<file path="config.mk">
export PLATFORM = sky130hd
export DESIGN_NAME = restart_master
export DESIGN_NICKNAME = d
export VERILOG_FILES = /design/src/rtl/restart_pkg.sv /design/src/rtl/restart_master.sv
export SDC_FILE = /design/constraint.sdc
export NUM_CORES = 1
export LEC_CHECK = 0
export BUFFER_PORTS_ARGS = -buffer_cell sky130_fd_sc_hd__buf_2
export CORE_MARGIN = 2
export CORE_UTILIZATION = 44
export CTS_BUF_LIST = sky130_fd_sc_hd__clkbuf_16
export CTS_CLUSTER_DIAMETER = 120
export DETAILED_ROUTE_END_ITERATION = 12
export GPL_ROUTABILITY_DRIVEN = 0
export HOLD_SLACK_MARGIN = 0.05
export PLACE_DENSITY_LB_ADDON = 0.2
export SLEW_MARGIN = 25
export SYNTH_ARGS = -nofsm -noshare
export SYNTH_HDL_FRONTEND = slang
export SYNTH_SLANG_ARGS = --single-unit
</file>
<file path="constraint.sdc">
create_clock -name pclk -period 2.35 [get_ports pclk]
set_input_delay 0.47 -clock pclk [delete_from_list [all_inputs] [get_ports pclk]]
set_output_delay 0.47 -clock pclk [all_outputs]
set_load 0.02 [all_outputs]
</file>
<file path="src/rtl/restart_pkg.sv">
// Package: register map, field positions, reset values and state codes
// for the two-wire master restart and arbitration block.
// Assumes a 32-bit APB slave with one register per aligned word.
package restart_pkg;
   // ==========================================================
   // Register indices and byte addresses
   // ==========================================================
   localparam logic [11:0] CTRL_TWO_IDX = 12'hfc5;
   localparam logic [11:0] CTRL_ONE_IDX = 12'hfc6;
   localparam logic [11:0] STATUS_IDX = 12'hfc7;
   localparam logic [11:0] BAUD_IDX = 12'hfc8;
   localparam logic [11:0] BUF_IDX = 12'hfc9;
   localparam logic [11:0] MASK_IDX = 12'hfca;
   localparam logic [11:0] CTRL_THREE_IDX = 12'hfcb;
   localparam logic [11:0] EVT_STAT_IDX = 12'hfd0;
   localparam logic [11:0] EVT_MASK_IDX = 12'hfd1;
   localparam logic [13:0] CTRL_TWO_ADDR = {CTRL_TWO_IDX, 2'b00};
   localparam logic [13:0] CTRL_ONE_ADDR = {CTRL_ONE_IDX, 2'b00};
   localparam logic [13:0] STATUS_ADDR = {STATUS_IDX, 2'b00};
   localparam logic [13:0] BAUD_ADDR = {BAUD_IDX, 2'b00};
   localparam logic [13:0] BUF_ADDR = {BUF_IDX, 2'b00};
   localparam logic [13:0] MASK_ADDR = {MASK_IDX, 2'b00};
   localparam logic [13:0] CTRL_THREE_ADDR = {CTRL_THREE_IDX, 2'b00};
   localparam logic [13:0] EVT_STAT_ADDR = {EVT_STAT_IDX, 2'b00};
   localparam logic [13:0] EVT_MASK_ADDR = {EVT_MASK_IDX, 2'b00};
   // ==========================================================
   // Reset values and fields
   // ==========================================================
   localparam logic [7:0] CTRL_RST = 8'h00;
   localparam logic [7:0] BAUD_RST = 8'h00;
   localparam logic [7:0] MASK_RST = 8'hff;
   localparam int RESTART_BIT = 1;
   localparam int STOP_SEEN_BIT = 4;
   localparam int START_SEEN_BIT = 3;
   localparam int EVT_IRQ_BIT = 0;
   localparam int EVT_COLL_BIT = 1;
   localparam int EVT_LOST_BIT = 2;
   localparam int SYNC_DEPTH = 2;

   typedef enum logic [5:0] {
      ST_IDLE = 6'b000001,
      ST_CLK_LOW = 6'b000010,
      ST_DATA_HIGH = 6'b000100,
      ST_BOTH_HIGH = 6'b001000,
      ST_DATA_LOW = 6'b010000,
      ST_FINISH = 6'b100000
   } rs_state_e;

   typedef struct packed {
      logic [1:0] clk_sync;
      logic [1:0] dat_sync;
      logic clk_prev;
      logic dat_prev;
      logic bus_busy;
      logic lost;
      rs_state_e state;
      logic [7:0] brg;
      logic [7:0] ctrl_two;
      logic [7:0] ctrl_one;
      logic [7:0] ctrl_three;
      logic [7:0] status;
      logic [7:0] baud;
      logic [7:0] buffer;
      logic [7:0] addr_mask;
      logic [2:0] evt_stat;
      logic [2:0] evt_mask;
      logic scl_oe;
      logic sda_oe;
      logic irq;
      logic pready;
      logic [31:0] prdata;
   } state_s;
endpackage : restart_pkg

</file>
<file path="src/rtl/restart_master.sv">
// Two-wire master: Repeated Start sequence, clock stretching, arbitration.
// Assumes an APB master on pclk and open-drain pads resolved outside.
//
// Overview of operation
// - Restart request while idle pulls the clock line low.
// - Clock seen low: load baud counter, release data for one period.
// - Counter expiry with data high releases the clock line.
// - Clock seen high: reload counter, both lines high one period.
// - Then data low one period with clock high, then clock low.
// - Sequence end clears request, stops counter, data stays low.
// - Start-detected flag set as soon as a Start is seen.
// - Interrupt flag waits until the final counter timeout.
// - Restart request written during other bus activity is ignored.
// - Collision if data low when clock rises in the sequence.
// - Collision if clock falls before we pull data low.
// - Lines are only pulled low or released, never driven high.
// - Released clock still low means wait for the slave.
// - Track Start and Stop; start nothing while the bus is busy and not ours.
// - Data mismatch against sent level loses arbitration, release data.
// - Loser also releases clock and waits for Stop before retrying.
// - With no mismatch the transfer continues unchanged.
//
// Our own choice: the APB interface to the registers.
`timescale 1ns/100ps
module restart_master
   import restart_pkg::*;
(
   input wire logic pclk,
   input wire logic presetn,
   input wire logic psel,
   input wire logic penable,
   input wire logic pwrite,
   input wire logic [31:0] paddr,
   input wire logic [31:0] pwdata,
   output logic [31:0] prdata,
   output logic pready,
   output logic pslverr,
   input wire logic serial_clock_line_in,
   output logic serial_clock_line_out,
   output logic serial_clock_line_oe,
   input wire logic serial_data_line_in,
   output logic serial_data_line_out,
   output logic serial_data_line_oe,
   output logic irq
);
   state_s r, nxt;
   logic clk_s;
   logic dat_s;
   logic wr;
   logic rd;
   logic hit;
   logic start_cond;
   logic stop_cond;
   logic brg_done;
   logic coll;
   logic restart_ok;
   logic [13:0] a;

   // ==========================================================
   // Combinational next state
   // ==========================================================
   always_comb begin
      nxt = r;

      // ==========================================================
      // Pad synchronisers and edge history
      // ==========================================================
      // Only the second stage of each synchroniser feeds the logic
      nxt.clk_sync = {r.clk_sync[0], serial_clock_line_in};
      nxt.dat_sync = {r.dat_sync[0], serial_data_line_in};
      clk_s = r.clk_sync[1];
      dat_s = r.dat_sync[1];
      nxt.clk_prev = clk_s;
      nxt.dat_prev = dat_s;

      // ==========================================================
      // APB decode
      // ==========================================================
      a = paddr[13:0];
      wr = psel && penable && pwrite && r.pready;
      rd = psel && !penable && !pwrite;
      hit = 1'b1;
      coll = 1'b0;
      restart_ok = 1'b0;

      // ==========================================================
      // Bus conditions and baud counter
      // ==========================================================
      // Start: data falls while clock high; Stop: data rises while clock high
      start_cond = r.dat_prev && !dat_s && clk_s && r.clk_prev;
      stop_cond = !r.dat_prev && dat_s && clk_s && r.clk_prev;
      // The counter runs down to zero and rests there until reloaded
      brg_done = (r.brg == 8'h00);
      if (!brg_done) begin
         nxt.brg = r.brg - 8'h01;
      end

      // ==========================================================
      // Bus monitor
      // ==========================================================
      if (start_cond) begin
         nxt.bus_busy = 1'b1;
         nxt.status[START_SEEN_BIT] = 1'b1;
         nxt.status[STOP_SEEN_BIT] = 1'b0;
      end

      if (stop_cond) begin
         nxt.bus_busy = 1'b0;
         nxt.lost = 1'b0;
         nxt.status[STOP_SEEN_BIT] = 1'b1;
         nxt.status[START_SEEN_BIT] = 1'b0;
      end

      // ==========================================================
      // Sequencer; the pads are only ever pulled low or released
      // ==========================================================
      // Every timed step reloads the counter and waits for it to reach zero;
      // a step that waits on a line level waits as long as the line is held
      case (r.state)
         ST_IDLE: begin
            if (r.ctrl_two[RESTART_BIT]) begin
               nxt.scl_oe = 1'b1;
               nxt.state = ST_CLK_LOW;
            end
         end

         ST_CLK_LOW: begin
            // Wait until the pulled clock is really seen low
            if (!clk_s) begin
               nxt.brg = r.baud;
               nxt.sda_oe = 1'b0;
               nxt.state = ST_DATA_HIGH;
            end
         end

         ST_DATA_HIGH: begin
            if (brg_done && r.scl_oe) begin
               if (dat_s) begin
                  nxt.scl_oe = 1'b0;
               end else begin
                  coll = 1'b1;
               end
            end else if (!r.scl_oe && clk_s) begin
               // Clock only counts as high once the slave lets go
               if (!dat_s) begin
                  coll = 1'b1;
               end else begin
                  nxt.brg = r.baud;
                  nxt.state = ST_BOTH_HIGH;
               end
            end
         end

         ST_BOTH_HIGH: begin
            // Both lines must stay high for the whole period
            if (!clk_s || !dat_s) begin
               coll = 1'b1;
            end else if (brg_done) begin
               nxt.sda_oe = 1'b1;
               nxt.brg = r.baud;
               nxt.state = ST_DATA_LOW;
            end
         end

         ST_DATA_LOW: begin
            // A clock seen low here was pulled by another master
            if (!clk_s) begin
               coll = 1'b1;
            end else if (brg_done) begin
               nxt.scl_oe = 1'b1;
               nxt.state = ST_FINISH;
            end
         end

         ST_FINISH: begin
            // No reload: counter stays at zero, data held low
            nxt.ctrl_two[RESTART_BIT] = 1'b0;
            nxt.evt_stat[EVT_IRQ_BIT] = 1'b1;
            nxt.state = ST_IDLE;
         end

         default: begin
            nxt.state = ST_IDLE;
         end
      endcase

      // ==========================================================
      // Collision abort
      // ==========================================================
      // Both lines are let go at once so the winning frame is not disturbed
      if (coll) begin
         nxt.scl_oe = 1'b0;
         nxt.sda_oe = 1'b0;
         // Stays off the bus until a Stop is seen
         nxt.lost = 1'b1;
         nxt.brg = 8'h00;
         nxt.ctrl_two[RESTART_BIT] = 1'b0;
         nxt.evt_stat[EVT_COLL_BIT] = 1'b1;
         nxt.evt_stat[EVT_LOST_BIT] = 1'b1;
         nxt.ctrl_one[7] = 1'b1;
         nxt.state = ST_IDLE;
      end

      // ==========================================================
      // APB slave: no wait states, reads captured in setup
      // ==========================================================
      nxt.pready = psel && !penable;
      if (rd) begin
         nxt.prdata = 32'h0000_0000;
         case (a)
            CTRL_TWO_ADDR: begin
               nxt.prdata[7:0] = r.ctrl_two;
            end
            CTRL_ONE_ADDR: begin
               nxt.prdata[7:0] = r.ctrl_one;
            end
            STATUS_ADDR: begin
               nxt.prdata[7:0] = r.status;
            end
            BAUD_ADDR: begin
               nxt.prdata[7:0] = r.baud;
            end
            BUF_ADDR: begin
               nxt.prdata[7:0] = r.buffer;
            end
            MASK_ADDR: begin
               nxt.prdata[7:0] = r.addr_mask;
            end
            CTRL_THREE_ADDR: begin
               nxt.prdata[7:0] = r.ctrl_three;
            end
            EVT_STAT_ADDR: begin
               nxt.prdata[2:0] = r.evt_stat;
            end
            EVT_MASK_ADDR: begin
               nxt.prdata[2:0] = r.evt_mask;
            end
            default: begin
               hit = 1'b0;
            end
         endcase
      end

      // Restart only from an idle sequencer with the bus free or already ours,
      // and never while a lost arbitration still waits for its Stop
      restart_ok = (r.state == ST_IDLE) && !r.ctrl_two[RESTART_BIT] && !r.lost && !coll
         && (!r.bus_busy || r.scl_oe);

      if (wr) begin
         case (a)
            CTRL_TWO_ADDR: begin
               nxt.ctrl_two[7:2] = pwdata[7:2];
               nxt.ctrl_two[0] = pwdata[0];
               if (pwdata[RESTART_BIT] && restart_ok) begin
                  nxt.ctrl_two[RESTART_BIT] = 1'b1;
               end
            end
            CTRL_ONE_ADDR: begin
               nxt.ctrl_one = pwdata[7:0];
            end
            BAUD_ADDR: begin
               nxt.baud = pwdata[7:0];
            end
            BUF_ADDR: begin
               nxt.buffer = pwdata[7:0];
            end
            MASK_ADDR: begin
               nxt.addr_mask = pwdata[7:0];
            end
            CTRL_THREE_ADDR: begin
               nxt.ctrl_three = pwdata[7:0];
            end
            EVT_STAT_ADDR: begin
               // Hardware set this cycle wins over the clear
               nxt.evt_stat = nxt.evt_stat & ~(pwdata[2:0] & ~(nxt.evt_stat & ~r.evt_stat));
            end
            EVT_MASK_ADDR: begin
               nxt.evt_mask = pwdata[2:0];
            end
            default: begin
               hit = 1'b0;
            end
         endcase
      end

      // ==========================================================
      // Interrupt and response
      // ==========================================================
      nxt.irq = |(nxt.evt_stat & r.evt_mask);
      // Every access completes without error
      pslverr = 1'b0;
      if (!hit) begin
         nxt.prdata = 32'h0000_0000;
      end
   end

   // ==========================================================
   // State register
   // ==========================================================
   always_ff @(posedge pclk or negedge presetn) begin
      if (!presetn) begin
         r <= '{
            clk_sync: 2'b11,
            dat_sync: 2'b11,
            clk_prev: 1'b1,
            dat_prev: 1'b1,
            bus_busy: 1'b0,
            lost: 1'b0,
            state: ST_IDLE,
            brg: 8'h00,
            ctrl_two: CTRL_RST,
            ctrl_one: CTRL_RST,
            ctrl_three: CTRL_RST,
            status: CTRL_RST,
            baud: BAUD_RST,
            buffer: 8'h00,
            addr_mask: MASK_RST,
            evt_stat: 3'h0,
            evt_mask: 3'h0,
            scl_oe: 1'b0,
            sda_oe: 1'b0,
            irq: 1'b0,
            pready: 1'b0,
            prdata: 32'h0000_0000
         };
      end else begin
         r <= nxt;
      end
   end

   // ==========================================================
   // Outputs, all from the state register except pslverr and the constant-low line levels
   // ==========================================================
   assign prdata = r.prdata;
   assign pready = r.pready;
   assign serial_clock_line_out = 1'b0;
   assign serial_clock_line_oe = r.scl_oe;
   assign serial_data_line_out = 1'b0;
   assign serial_data_line_oe = r.sda_oe;
   assign irq = r.irq;
endmodule : restart_master

</file>
==> metrics.yaml, run 1 <==
grt:
  grtUsageTotal: 0.212
  grt_max_degree: 41
  grt_pass1_vias: 3693
  overflow: 0
  grt_pass1_wl_um: 19200
  antenna_found_initial: 0
layout:
  fin_util: 0.531
  nFillCells: 976
  drive_above_1_share: 0.370
  fin_cells: 673
  final_area_um2: 5760
  nets: 600
  area.growth.synth_to_final_pct: 17.9
  antennaDiodeCount: 0
yosys:
  ys.warnings.count: 0
  yosysTopAreaCellShare: 0.379
  yosys_register_bits: 89
  synth_flop_cell: "dfrtp_1"
  ys_types: 68
  synth_cells: 455
  synth-edff-count: 0
  synthArstFlopShare: 1.00
  syn_area_per_cell_um2: 10.7
  netlist_top_cells_area: "dfrtp_1 38%, mux2_2 13%, dfstp_2 8.1%"
  synth_most_common_cell: "dfrtp_1"
  yosys-top-cells-count: "74 x dfrtp_1, 57 x mux2_2, 37 x buf_4"
  ys_seq_area_frac: 0.460
  yosys.area.top_type: "dfrtp_1"
  syn_area_um2: 4890
clock_tree:
  cts_buffers: 9
  clockBufferDepth: 2
  clk_pin_slew_ns: 0.07
  cts_root_buffer: "clkbuf_16"
  cts_sinks: 89
  clk_latency_ns: 0.35
  cts_tree: "built"
  hold_buffers: 0
  htreeDepth: 3
timing:
  fmax_ghz: 0.445
  clock_skew_ns: 0.00625
  finalCriticalPeriod_ns: 2.25
  hold_viol: 0
  setup_viol: 0
  slew_headroom: 0.539
  period_share: 0.957
  slew_viol_final: 0
  hold_ws_ns: 0.0869
  tightest_slew_ns: 0.681
  rsz0062_at_grt: "no"
route:
  via_count: 3844
  drt-total-wl_um: 12100
  dr.pass1.iters: 5
  drc_errors: 0
  wire_per_inst_um: 18.0
  antenna_left: 0
  viasPerCell: 5.71
  drt_iter0_drc: 145
place:
  detailed_place_hpwl_um: 9030
  port_buffers: 40
  dp.cells: 657
  place_area_um2: 5440
worst_setup_path:
  crit_required_ns: 2.63
  arrival_ns: 2.53
  cp_slowest_cell: "or4b_1"
  critPathBufInv: 1
  cpPeakStageDelay_ns: 0.46
  cp_max_fo: 4
  r2r_end: "r[105]$_DFF_PN0_"
  path_class: "reg -> reg"
  crit_chain: "inv_1 -> ha_1 -> or4b_1 -> or2_4 -> or3_1 -> a211o_1 -> a21oi_2"
  crit_path_start_kind: "flop"
  r2r-start: "r[98]$_DFF_PN0_"
  cp-end-kind: "flop"
  crit_family: "simple AND/OR/NAND/NOR gates"
  r2r_slack_ns: 0.10
  worstRegToRegCells: 7
die:
  core_um2: 10800
  rows: 38
  fp.dieArea_um2: 12000
  io_pins: 110
  dieHeight_um: 109
  die_w_um: 109
  start_util: 0.451
power_and_ir_drop:
  irDropWorstVdd_uv: 367
  p_leak_nw: 2.67
  pwr_density_cell_nw_per_um2: 729
min_path:
  hold_class: "in -> async"
job:
  max_cap_viol_count: 0
outcome:
  status: "finished, final reports clean"
[routing by layer]
layer,GRT usage,vias up,part of all wire
met2,0.351,138,0.47
met4,0.0678,0,0.015
met3,0.0498,18,0.059
met5,0,-,0
met1,0.276,1915,0.45
li1,-,1773,-
[power breakdown]
| group | total, mW | switching [mW] | leakage [nW] | internal [mW] |
|---|---|---|---|---|
| logic | 0.952 | 0.538 | 1.38 | 0.414 |
| registers | 1.80 | 0.121 | 1.15 | 1.68 |
| clock network | 1.45 | 0.621 | 0.143 | 0.824 |
| total | 4.20 | 1.28 | 2.67 | 2.92 |
[worst register-to-register path, stage by stage, from the launching register on]
cell and delay [ns]:
dfrtp_1 0.37, inv_1 0.09, ha_1 0.17, or4b_1 0.46, or2_4 0.29, or3_1 0.35
a211o_1 0.33, a21oi_2 0.12
[what timing repair did]
action,4_1_cts,5_1_grt
setup endpoints to repair,0,6
gates resized for setup,0,5
setup buffers,0,0
[kinds of logic (layout without fill, tap and decap cells)]
logic type	count (synthesis)	in the layout	synth area share
AOI/OAI and AO/OA	93	93	0.136
muxes	59	59	0.135
DFF	89	89	0.460
other	1	27	0.000768
xor gates and xnor gates	8	8	0.0143
adders and majority gates	1	1	0.00256
and+or+nand+nor	144	144	0.174
buffers and inverters	60	112	0.0768
[layout make-up]
type / instances / area (µm²) / share of cell area
well taps: 140 / 175 / 0.0304
multi-input cells: 332 / 2380 / 0.414
clock buffers: 9 / 225 / 0.0391
inverters: 7 / 26.3 / 0.00456
flip-flops and latches: 89 / 2250 / 0.390
clock inverters: 7 / 71.3 / 0.0124
repair buffers: 89 / 633 / 0.110
[state kept, by name, indices dropped and copies added, names as in the netlist]
name	cells
serial_clock_line_oe	1
pready	1
r	73
prdata	8
irq	1
nxt	2
serial_data_line_oe	1
dat_s	1
clk_s	1
[how the worst max path moves through the flow]
stage,slack [ns],startpoint,depth (start not counted),endpoint
4_1_cts,0.06,r[110]$_DFFE_PN0P_,6,r[105]$_DFF_PN0_
5_1_grt,0.004,r[98]$_DFF_PN0_,8,r[99]$_DFF_PN0_
6_report,0.10,r[98]$_DFF_PN0_,7,r[105]$_DFF_PN0_
3_3_place_gp,-0.04,paddr[5],6,r[88]$_DFFE_PN0P_
2_1_floorplan,0.0006,paddr[0],7,r[74]$_DFFE_PN0P_
3_5_place_dp,-0.08,paddr[5],6,r[88]$_DFFE_PN0P_
[metrics by stage]
stage	TNS [ns]	power, mW	worst slack (ns)
2_1_floorplan	0	2.44	0.000643
3_3_place_gp	-0.580	2.73	-0.0401
3_5_place_dp	-0.821	2.76	-0.0784
4_1_cts	0	4.21	0.0555
5_1_grt	0	4.42	0.00368
6_report	0	4.20	0.101
[layout by cell type (no fill, tap or decap), drive strengths merged, types with 7 or more instances in the layout]
master,synthesis,routed
inv,7,9
a22o,15,15
nor3,14,14
mux2,57,57
o21ai,20,20
conb,1,27
nor2b,7,7
dfrtp,74,74
buf,42,89
nor2,29,29
nand3,17,17
clkbuf,11,9
a21oi,13,13
nand2,24,24
a22oi,9,9
dfstp,15,15
No activity file was read; power rests on OpenSTA's default activity.
==> run 2, diff against run 1 <==
Settings changed: ABC_AREA from default to 1, CTS_BUF_LIST sky130_fd_sc_hd__clkbuf_16 to default, TNS_END_PERCENT from default to 50.
==> run 2 against run 1 <==
Clock power hardly changed. Worst hold slack better by 0.049 ns. Setup slack better by 0.27 ns. Sequential share of layout area is 1.7 points higher. Die area is 3.1% higher. Non-clock buffer count is 44 lower. Synthesized cell count is 45% higher. First-iteration DRC count grew to 2.5 times the previous value. Count of clock-buffer cells in the layout is 3 higher. Critical endpoint is now r[107]$_DFFE_PN0P_. Largest power group unchanged. Highest routed layer unchanged.
==> metrics.yaml, run 2 <==
clock_tree:
  cts_setup_buffers: 0
  clockBufferDepth: 2
  cts.repair.resized: 0
  clk_pin_slew_ns: 0.07
  clk_latency_ns: 0.35
  htreeDepth: 3
  hold_buffers: 0
  cts_buffers: 9
  cts_tree: "built"
  cts_sinks: 89
  cts_root_buffer: "clkbuf_16"
yosys:
  ys_seq_area_frac: 0.445
  synth_most_common_cell: "nand2_1"
  syn_area_per_cell_um2: 7.64
  yosys.area.top_type: "dfrtp_1"
  synth-edff-count: 0
  yosys-top-cells-count: "177 x nand2_1, 77 x nand3_1, 74 x dfrtp_1"
  syn_area_um2: 5040
  synth_cells: 660
  ys.warnings.count: 0
  synth_flop_cell: "dfrtp_1"
  yosys_register_bits: 89
  synthArstFlopShare: 1.00
  ys_types: 38
  netlist_top_cells_area: "dfrtp_1 37%, nand2_1 13%, dfstp_2 7.8%"
  yosysTopAreaCellShare: 0.367
layout:
  nets: 767
  area.growth.synth_to_final_pct: 9.38
  final_area_um2: 5520
  most-common-layout-cells: "177 x nand2_1, 77 x nand3_1, 74 x dfrtp_1, 64 x inv_1, 64 x o21ai_0"
  final_common_cell: "nand2_1"
  regMostFlops: "r"
  drive_above_1_share: 0.167
  antennaDiodeCount: 0
  largest_reg_flops: 73
  nFillCells: 1112
timing:
  clock_skew_ns: 0.00829
  rsz0062_at_grt: "no"
  setup_viol: 0
  fmax_ghz: 0.504
  hold_viol: 0
  slew_viol_final: 0
  period_share: 0.844
  finalCriticalPeriod_ns: 1.98
  slew_headroom: 0.591
  setup-tns-final_ns: 0
  tightest_slew_ns: 0.614
  fin_ws_ns: 0.367
  hold_ws_ns: 0.136
route:
  drt_iter0_drc: 365
  via_count: 4230
  dr.pass1.iters: 5
  drt-total-wl_um: 12000
  viasPerCell: 5.02
  wire_per_inst_um: 14.2
  antenna_left: 0
  drc_errors: 0
grt:
  grt_pass1_vias: 4121
  grtUsageTotal: 0.207
  antenna_found_initial: 0
  overflow: 0
  grt_max_degree: 47
  grt_pass1_wl_um: 20400
outcome:
  status: "finished, final reports clean"
worst_setup_path:
  cp_slowest_cell: "a21oi_4"
  cpPeakStageDelay_ns: 0.42
  crit_chain: "inv_1 -> ha_1 -> nand2_1 -> nor2_2 -> nand3_1 -> nand2_1 -> a21oi_4 -> o21ai_0 -> nand4_1 -> nand2_1"
  cp_max_fo: 16
  crit_path_start_kind: "flop"
  path_class: "reg -> reg"
  crit_top_cell: "nand2_1"
  crit_required_ns: 2.59
  cp-end-kind: "flop"
  arrival_ns: 2.22
min_path:
  hold_class: "in -> async"
die:
  die_w_um: 111
  rows: 39
  io_pins: 110
  start_util: 0.445
  fp.dieArea_um2: 12300
  core_um2: 11300
  dieHeight_um: 111
power_and_ir_drop:
  p_int_mw: 2.91
  power.switching_mw: 1.43
  p_leak_nw: 2.85
  total_power_mw: 4.35
  clockPowerShare: 0.338
  irDropWorstVdd_uv: 430
  pwr-share-comb: 0.241
  swShare: 0.330
  pwr-share-seq: 0.421
  pwr_density_cell_nw_per_um2: 788
job:
  max_cap_viol_count: 0
place:
  port_buffers: 40
  place_area_um2: 5220
  dp_slack_ns: 0.339
  detailed_place_hpwl_um: 8820
[run 2: changes by cell type in the layout (fill, tap and decap cells not counted), sizes merged, moves of 36 or more]
cell,delta
o21ai,+45
inv,+64
nand3,+66
nand2,+161
buf,-44
mux2,-57
nor2,+36
[run 2: final timing paths]
path,start,endpoint,slack (ns),cells past startpoint
worst min register to register,nxt[119]$_DFF_PN1_,clk_s$_DFF_PN1_,0.36,0
worst max register to register,r[98]$_DFF_PN0_,r[107]$_DFFE_PN0P_,0.37,10
min in group pclk,serial_data_line_in,nxt[117]$_DFF_PN1_,0.22,1
worst min-delay path,presetn,r[69]$_DFFE_PN0P_,0.14,1
worst max-delay path,r[98]$_DFF_PN0_,r[107]$_DFFE_PN0P_,0.37,10
max in group asynchronous,presetn,r[106]$_DFFE_PN1P_,1.51,2
[run 2: cells by family (layout without fill, tap and decap cells)]
logic type      Yosys count  count (layout)  share of synthesized area
flops                    89              89                      0.445
compound gates           90              90                     0.0950
buf+inv                 120             134                      0.125
fa+ha+maj                 1               1                    0.00248
other cells               1              27                   0.000744
simple gates            356             356                      0.327
xor+xnor                  3               3                    0.00521
[run 2: critical path, delay by kind of cell (launching register included)]
kind	cells	cell delay, ns
and+or+nand+nor	6	0.55
AOI/OAI and AO/OA	2	0.63
adders and majority gates	1	0.24
DFF	1	0.36
buffers and inverters	1	0.09
[run 2: stage by stage]
step,util,cells
2_1_floorplan,-,686
3_3_place_gp,0.461,827
3_5_place_dp,0.461,827
4_1_cts,0.487,843
5_1_grt,0.487,843
6_report,0.487,843
[run 2: area by class of cell]
type	instances	area [µm²]	area share
repair buffers	45	253	0.0458
clock inverters	4	51.3	0.00930
clock buffers	12	246	0.0447
inverters	73	274	0.0497
multi-input cells	477	2270	0.411
well taps	143	179	0.0324
flip-flops and latches	89	2250	0.407
[run 2: power groups by stage]
stage / combinational (mW) / clock [mW] / sequential, mW
6_report: 1.05 / 1.47 / 1.83
5_1_grt: 1.21 / 1.57 / 1.85
4_1_cts: 1.04 / 1.49 / 1.83
3_5_place_dp: 1.03 / 0 / 1.85
3_3_place_gp: 1.00 / 0 / 1.85
2_1_floorplan: 0.813 / 0 / 1.83
[run 2: routing by layer]
| metal | routed length (µm) | global-route usage | up-vias |
|---|---|---|---|
| met5 | 0 | 0 | - |
| met1 | 5680 | 0.284 | 1954 |
| met3 | 463 | 0.0394 | 21 |
| li1 | - | - | 2145 |
| met2 | 5570 | 0.328 | 110 |
| met4 | 268 | 0.0815 | 0 |
==> run 3, diff against run 2 <==
Clock period 2.35 ns to 2.01 ns, I/O delays scaled along.
==> run 3 against run 2 <==
Sequential cell count unchanged. Maximum frequency increased by 6.6%. Via count rose by 1.4%. Highest routed layer unchanged. Sequential power up 17%.
==> metrics.yaml, run 3 (synthesized netlist as in run 2, its figures left out) <==
layout:
  drive_above_1_share: 0.185
  multi_input_area_um2: 2280
  fin_cells: 855
  regMostFlops: "r"
  regArea_um2: 2250
  final_common_cell: "nand2_1"
  area.growth.synth_to_final_pct: 12.0
  largest_reg_flops: 73
  nFillCells: 1097
  nets: 779
  antennaDiodeCount: 0
  most-common-layout-cells: "177 x nand2_1, 77 x nand3_1, 74 x dfrtp_1, 64 x inv_1, 64 x o21ai_0"
timing:
  finalCriticalPeriod_ns: 1.86
  setup_viol: 0
  period_share: 0.925
  setup-tns-final_ns: 0
  fmax_ghz: 0.538
  clock_skew_ns: 0.00616
  slew_viol_final: 0
  hold_viol: 0
  rsz0062_at_grt: "no"
worst_setup_path:
  cpPeakStageDelay_ns: 0.40
  critPathBufInv: 1
  crit_top_cell: "o21ai_0"
  cp_max_fo: 8
  path_class: "reg -> reg"
  crit_family: "simple AND/OR/NAND/NOR gates"
  cp-end-kind: "flop"
  crit_path_start_kind: "flop"
  crit_required_ns: 2.23
  arrival_ns: 2.08
  crit_chain: "inv_1 -> ha_2 -> nand2_1 -> nor2_2 -> nor2_1 -> o21ai_0 -> nand3_1 -> o21ai_0 -> a21oi_1"
  cp_slowest_cell: "dfrtp_1"
power_and_ir_drop:
  p_leak_nw: 2.92
  pwr_density_cell_nw_per_um2: 931
  irDropWorstVdd_uv: 806
clock_tree:
  cts_tree: "built"
  clk_pin_slew_ns: 0.07
  clk_latency_ns: 0.34
  cts_buffers: 9
  cts_sinks: 89
  htreeDepth: 3
  cts_root_buffer: "clkbuf_16"
  clockBufferDepth: 2
die:
  fp.dieArea_um2: 12300
  die_w_um: 111
  io_pins: 110
  dieHeight_um: 111
  rows: 39
  start_util: 0.445
  core_um2: 11300
job:
  max_cap_viol_count: 0
route:
  drt_iter0_drc: 328
  drt-total-wl_um: 12100
  dr.pass1.iters: 5
  drc_errors: 0
  viasPerCell: 5.02
  wire_per_inst_um: 14.1
  antenna_left: 0
  via_count: 4291
grt:
  grt_max_degree: 40
  antenna_found_initial: 0
  grtUsageTotal: 0.204
  grt_pass1_wl_um: 20100
  grt_pass1_vias: 4065
  overflow: 0
place:
  detailed_place_hpwl_um: 8900
  port_buffers: 40
  dp.cells: 837
min_path:
  hold_class: "in -> reg"
outcome:
  status: "finished, final reports clean"
==> run 3: final timing paths <==
check / to / start / slack [ns] / cells after the start
min in group asynchronous: r[107]$_DFFE_PN0P_ / presetn / 0.45 / 2
max in group asynchronous: r[46]$_DFFE_PN1P_ / presetn / 0.97 / 3
min: nxt[117]$_DFF_PN1_ / serial_data_line_in / 0.15 / 1
max reg2reg: r[99]$_DFF_PN0_ / r[98]$_DFF_PN0_ / 0.15 / 9
max: r[99]$_DFF_PN0_ / r[98]$_DFF_PN0_ / 0.15 / 9
min reg2reg: clk_s$_DFF_PN1_ / nxt[119]$_DFF_PN1_ / 0.35 / 0
==> run 3: stage by stage <==
| stage | total power [mW] | hold WS [ns] | setup slack [ns] | cell area, µm² | utilization |
|---|---|---|---|---|---|
| finish | 5.26 | 0.148 | 0.150 | 5650 | 0.499 |
| CTS | 5.26 | 0.136 | 0.120 | 5630 | 0.497 |
| detailed placement | 3.38 | 0.278 | 0.0832 | 5290 | 0.468 |
| global placement | 3.35 | 0.277 | 0.114 | 5290 | 0.468 |
| floorplan | 3.09 | 0.106 | 0.431 | 5140 | - |
| global route | 5.56 | 0.134 | 0.0120 | 5650 | 0.499 |
==> run 3: area by class of cell <==
class                   count  share of cell area
well taps                 143              0.0317
repair buffers             57              0.0612
clock buffers               9              0.0399
inverters                  73              0.0485
flip-flops and latches     89               0.398
multi-input cells         477               0.403
clock inverters             7              0.0179
==> run 3: repair_timing <==
item / CTS / global route
hold buffers: 1 / 0
setup endpoints to repair: 0 / 9
hold endpoints to repair: 8 / 0
resized for setup: 0 / 3
buffers inserted: 0 / 1
==> run 3: worst register-to-register path, cell delays in order (launching register included) <==
cell and delay [ns]:
dfrtp_1 0.40, inv_1 0.13, ha_2 0.22, nand2_1 0.09
nor2_2 0.34, nor2_1 0.09, o21ai_0 0.15, nand3_1 0.09
o21ai_0 0.12, a21oi_1 0.10
==> run 3: power by group <==
part | switching [mW] | internal (mW) | leakage, nW
sequential | 0.159 | 1.99 | 1.16
combinational | 0.824 | 0.447 | 1.60
clock | 0.739 | 1.10 | 0.158
total | 1.72 | 3.54 | 2.92
==> run 3: per-layer routing <==
metal  vias to the layer above  GRT usage  part of all wire
met5                         -          0                 0
met4                         0     0.0765             0.027
met3                        21     0.0465             0.039
met2                        97      0.330              0.48
met1                      2009      0.269              0.46
li1                       2164          -                 -
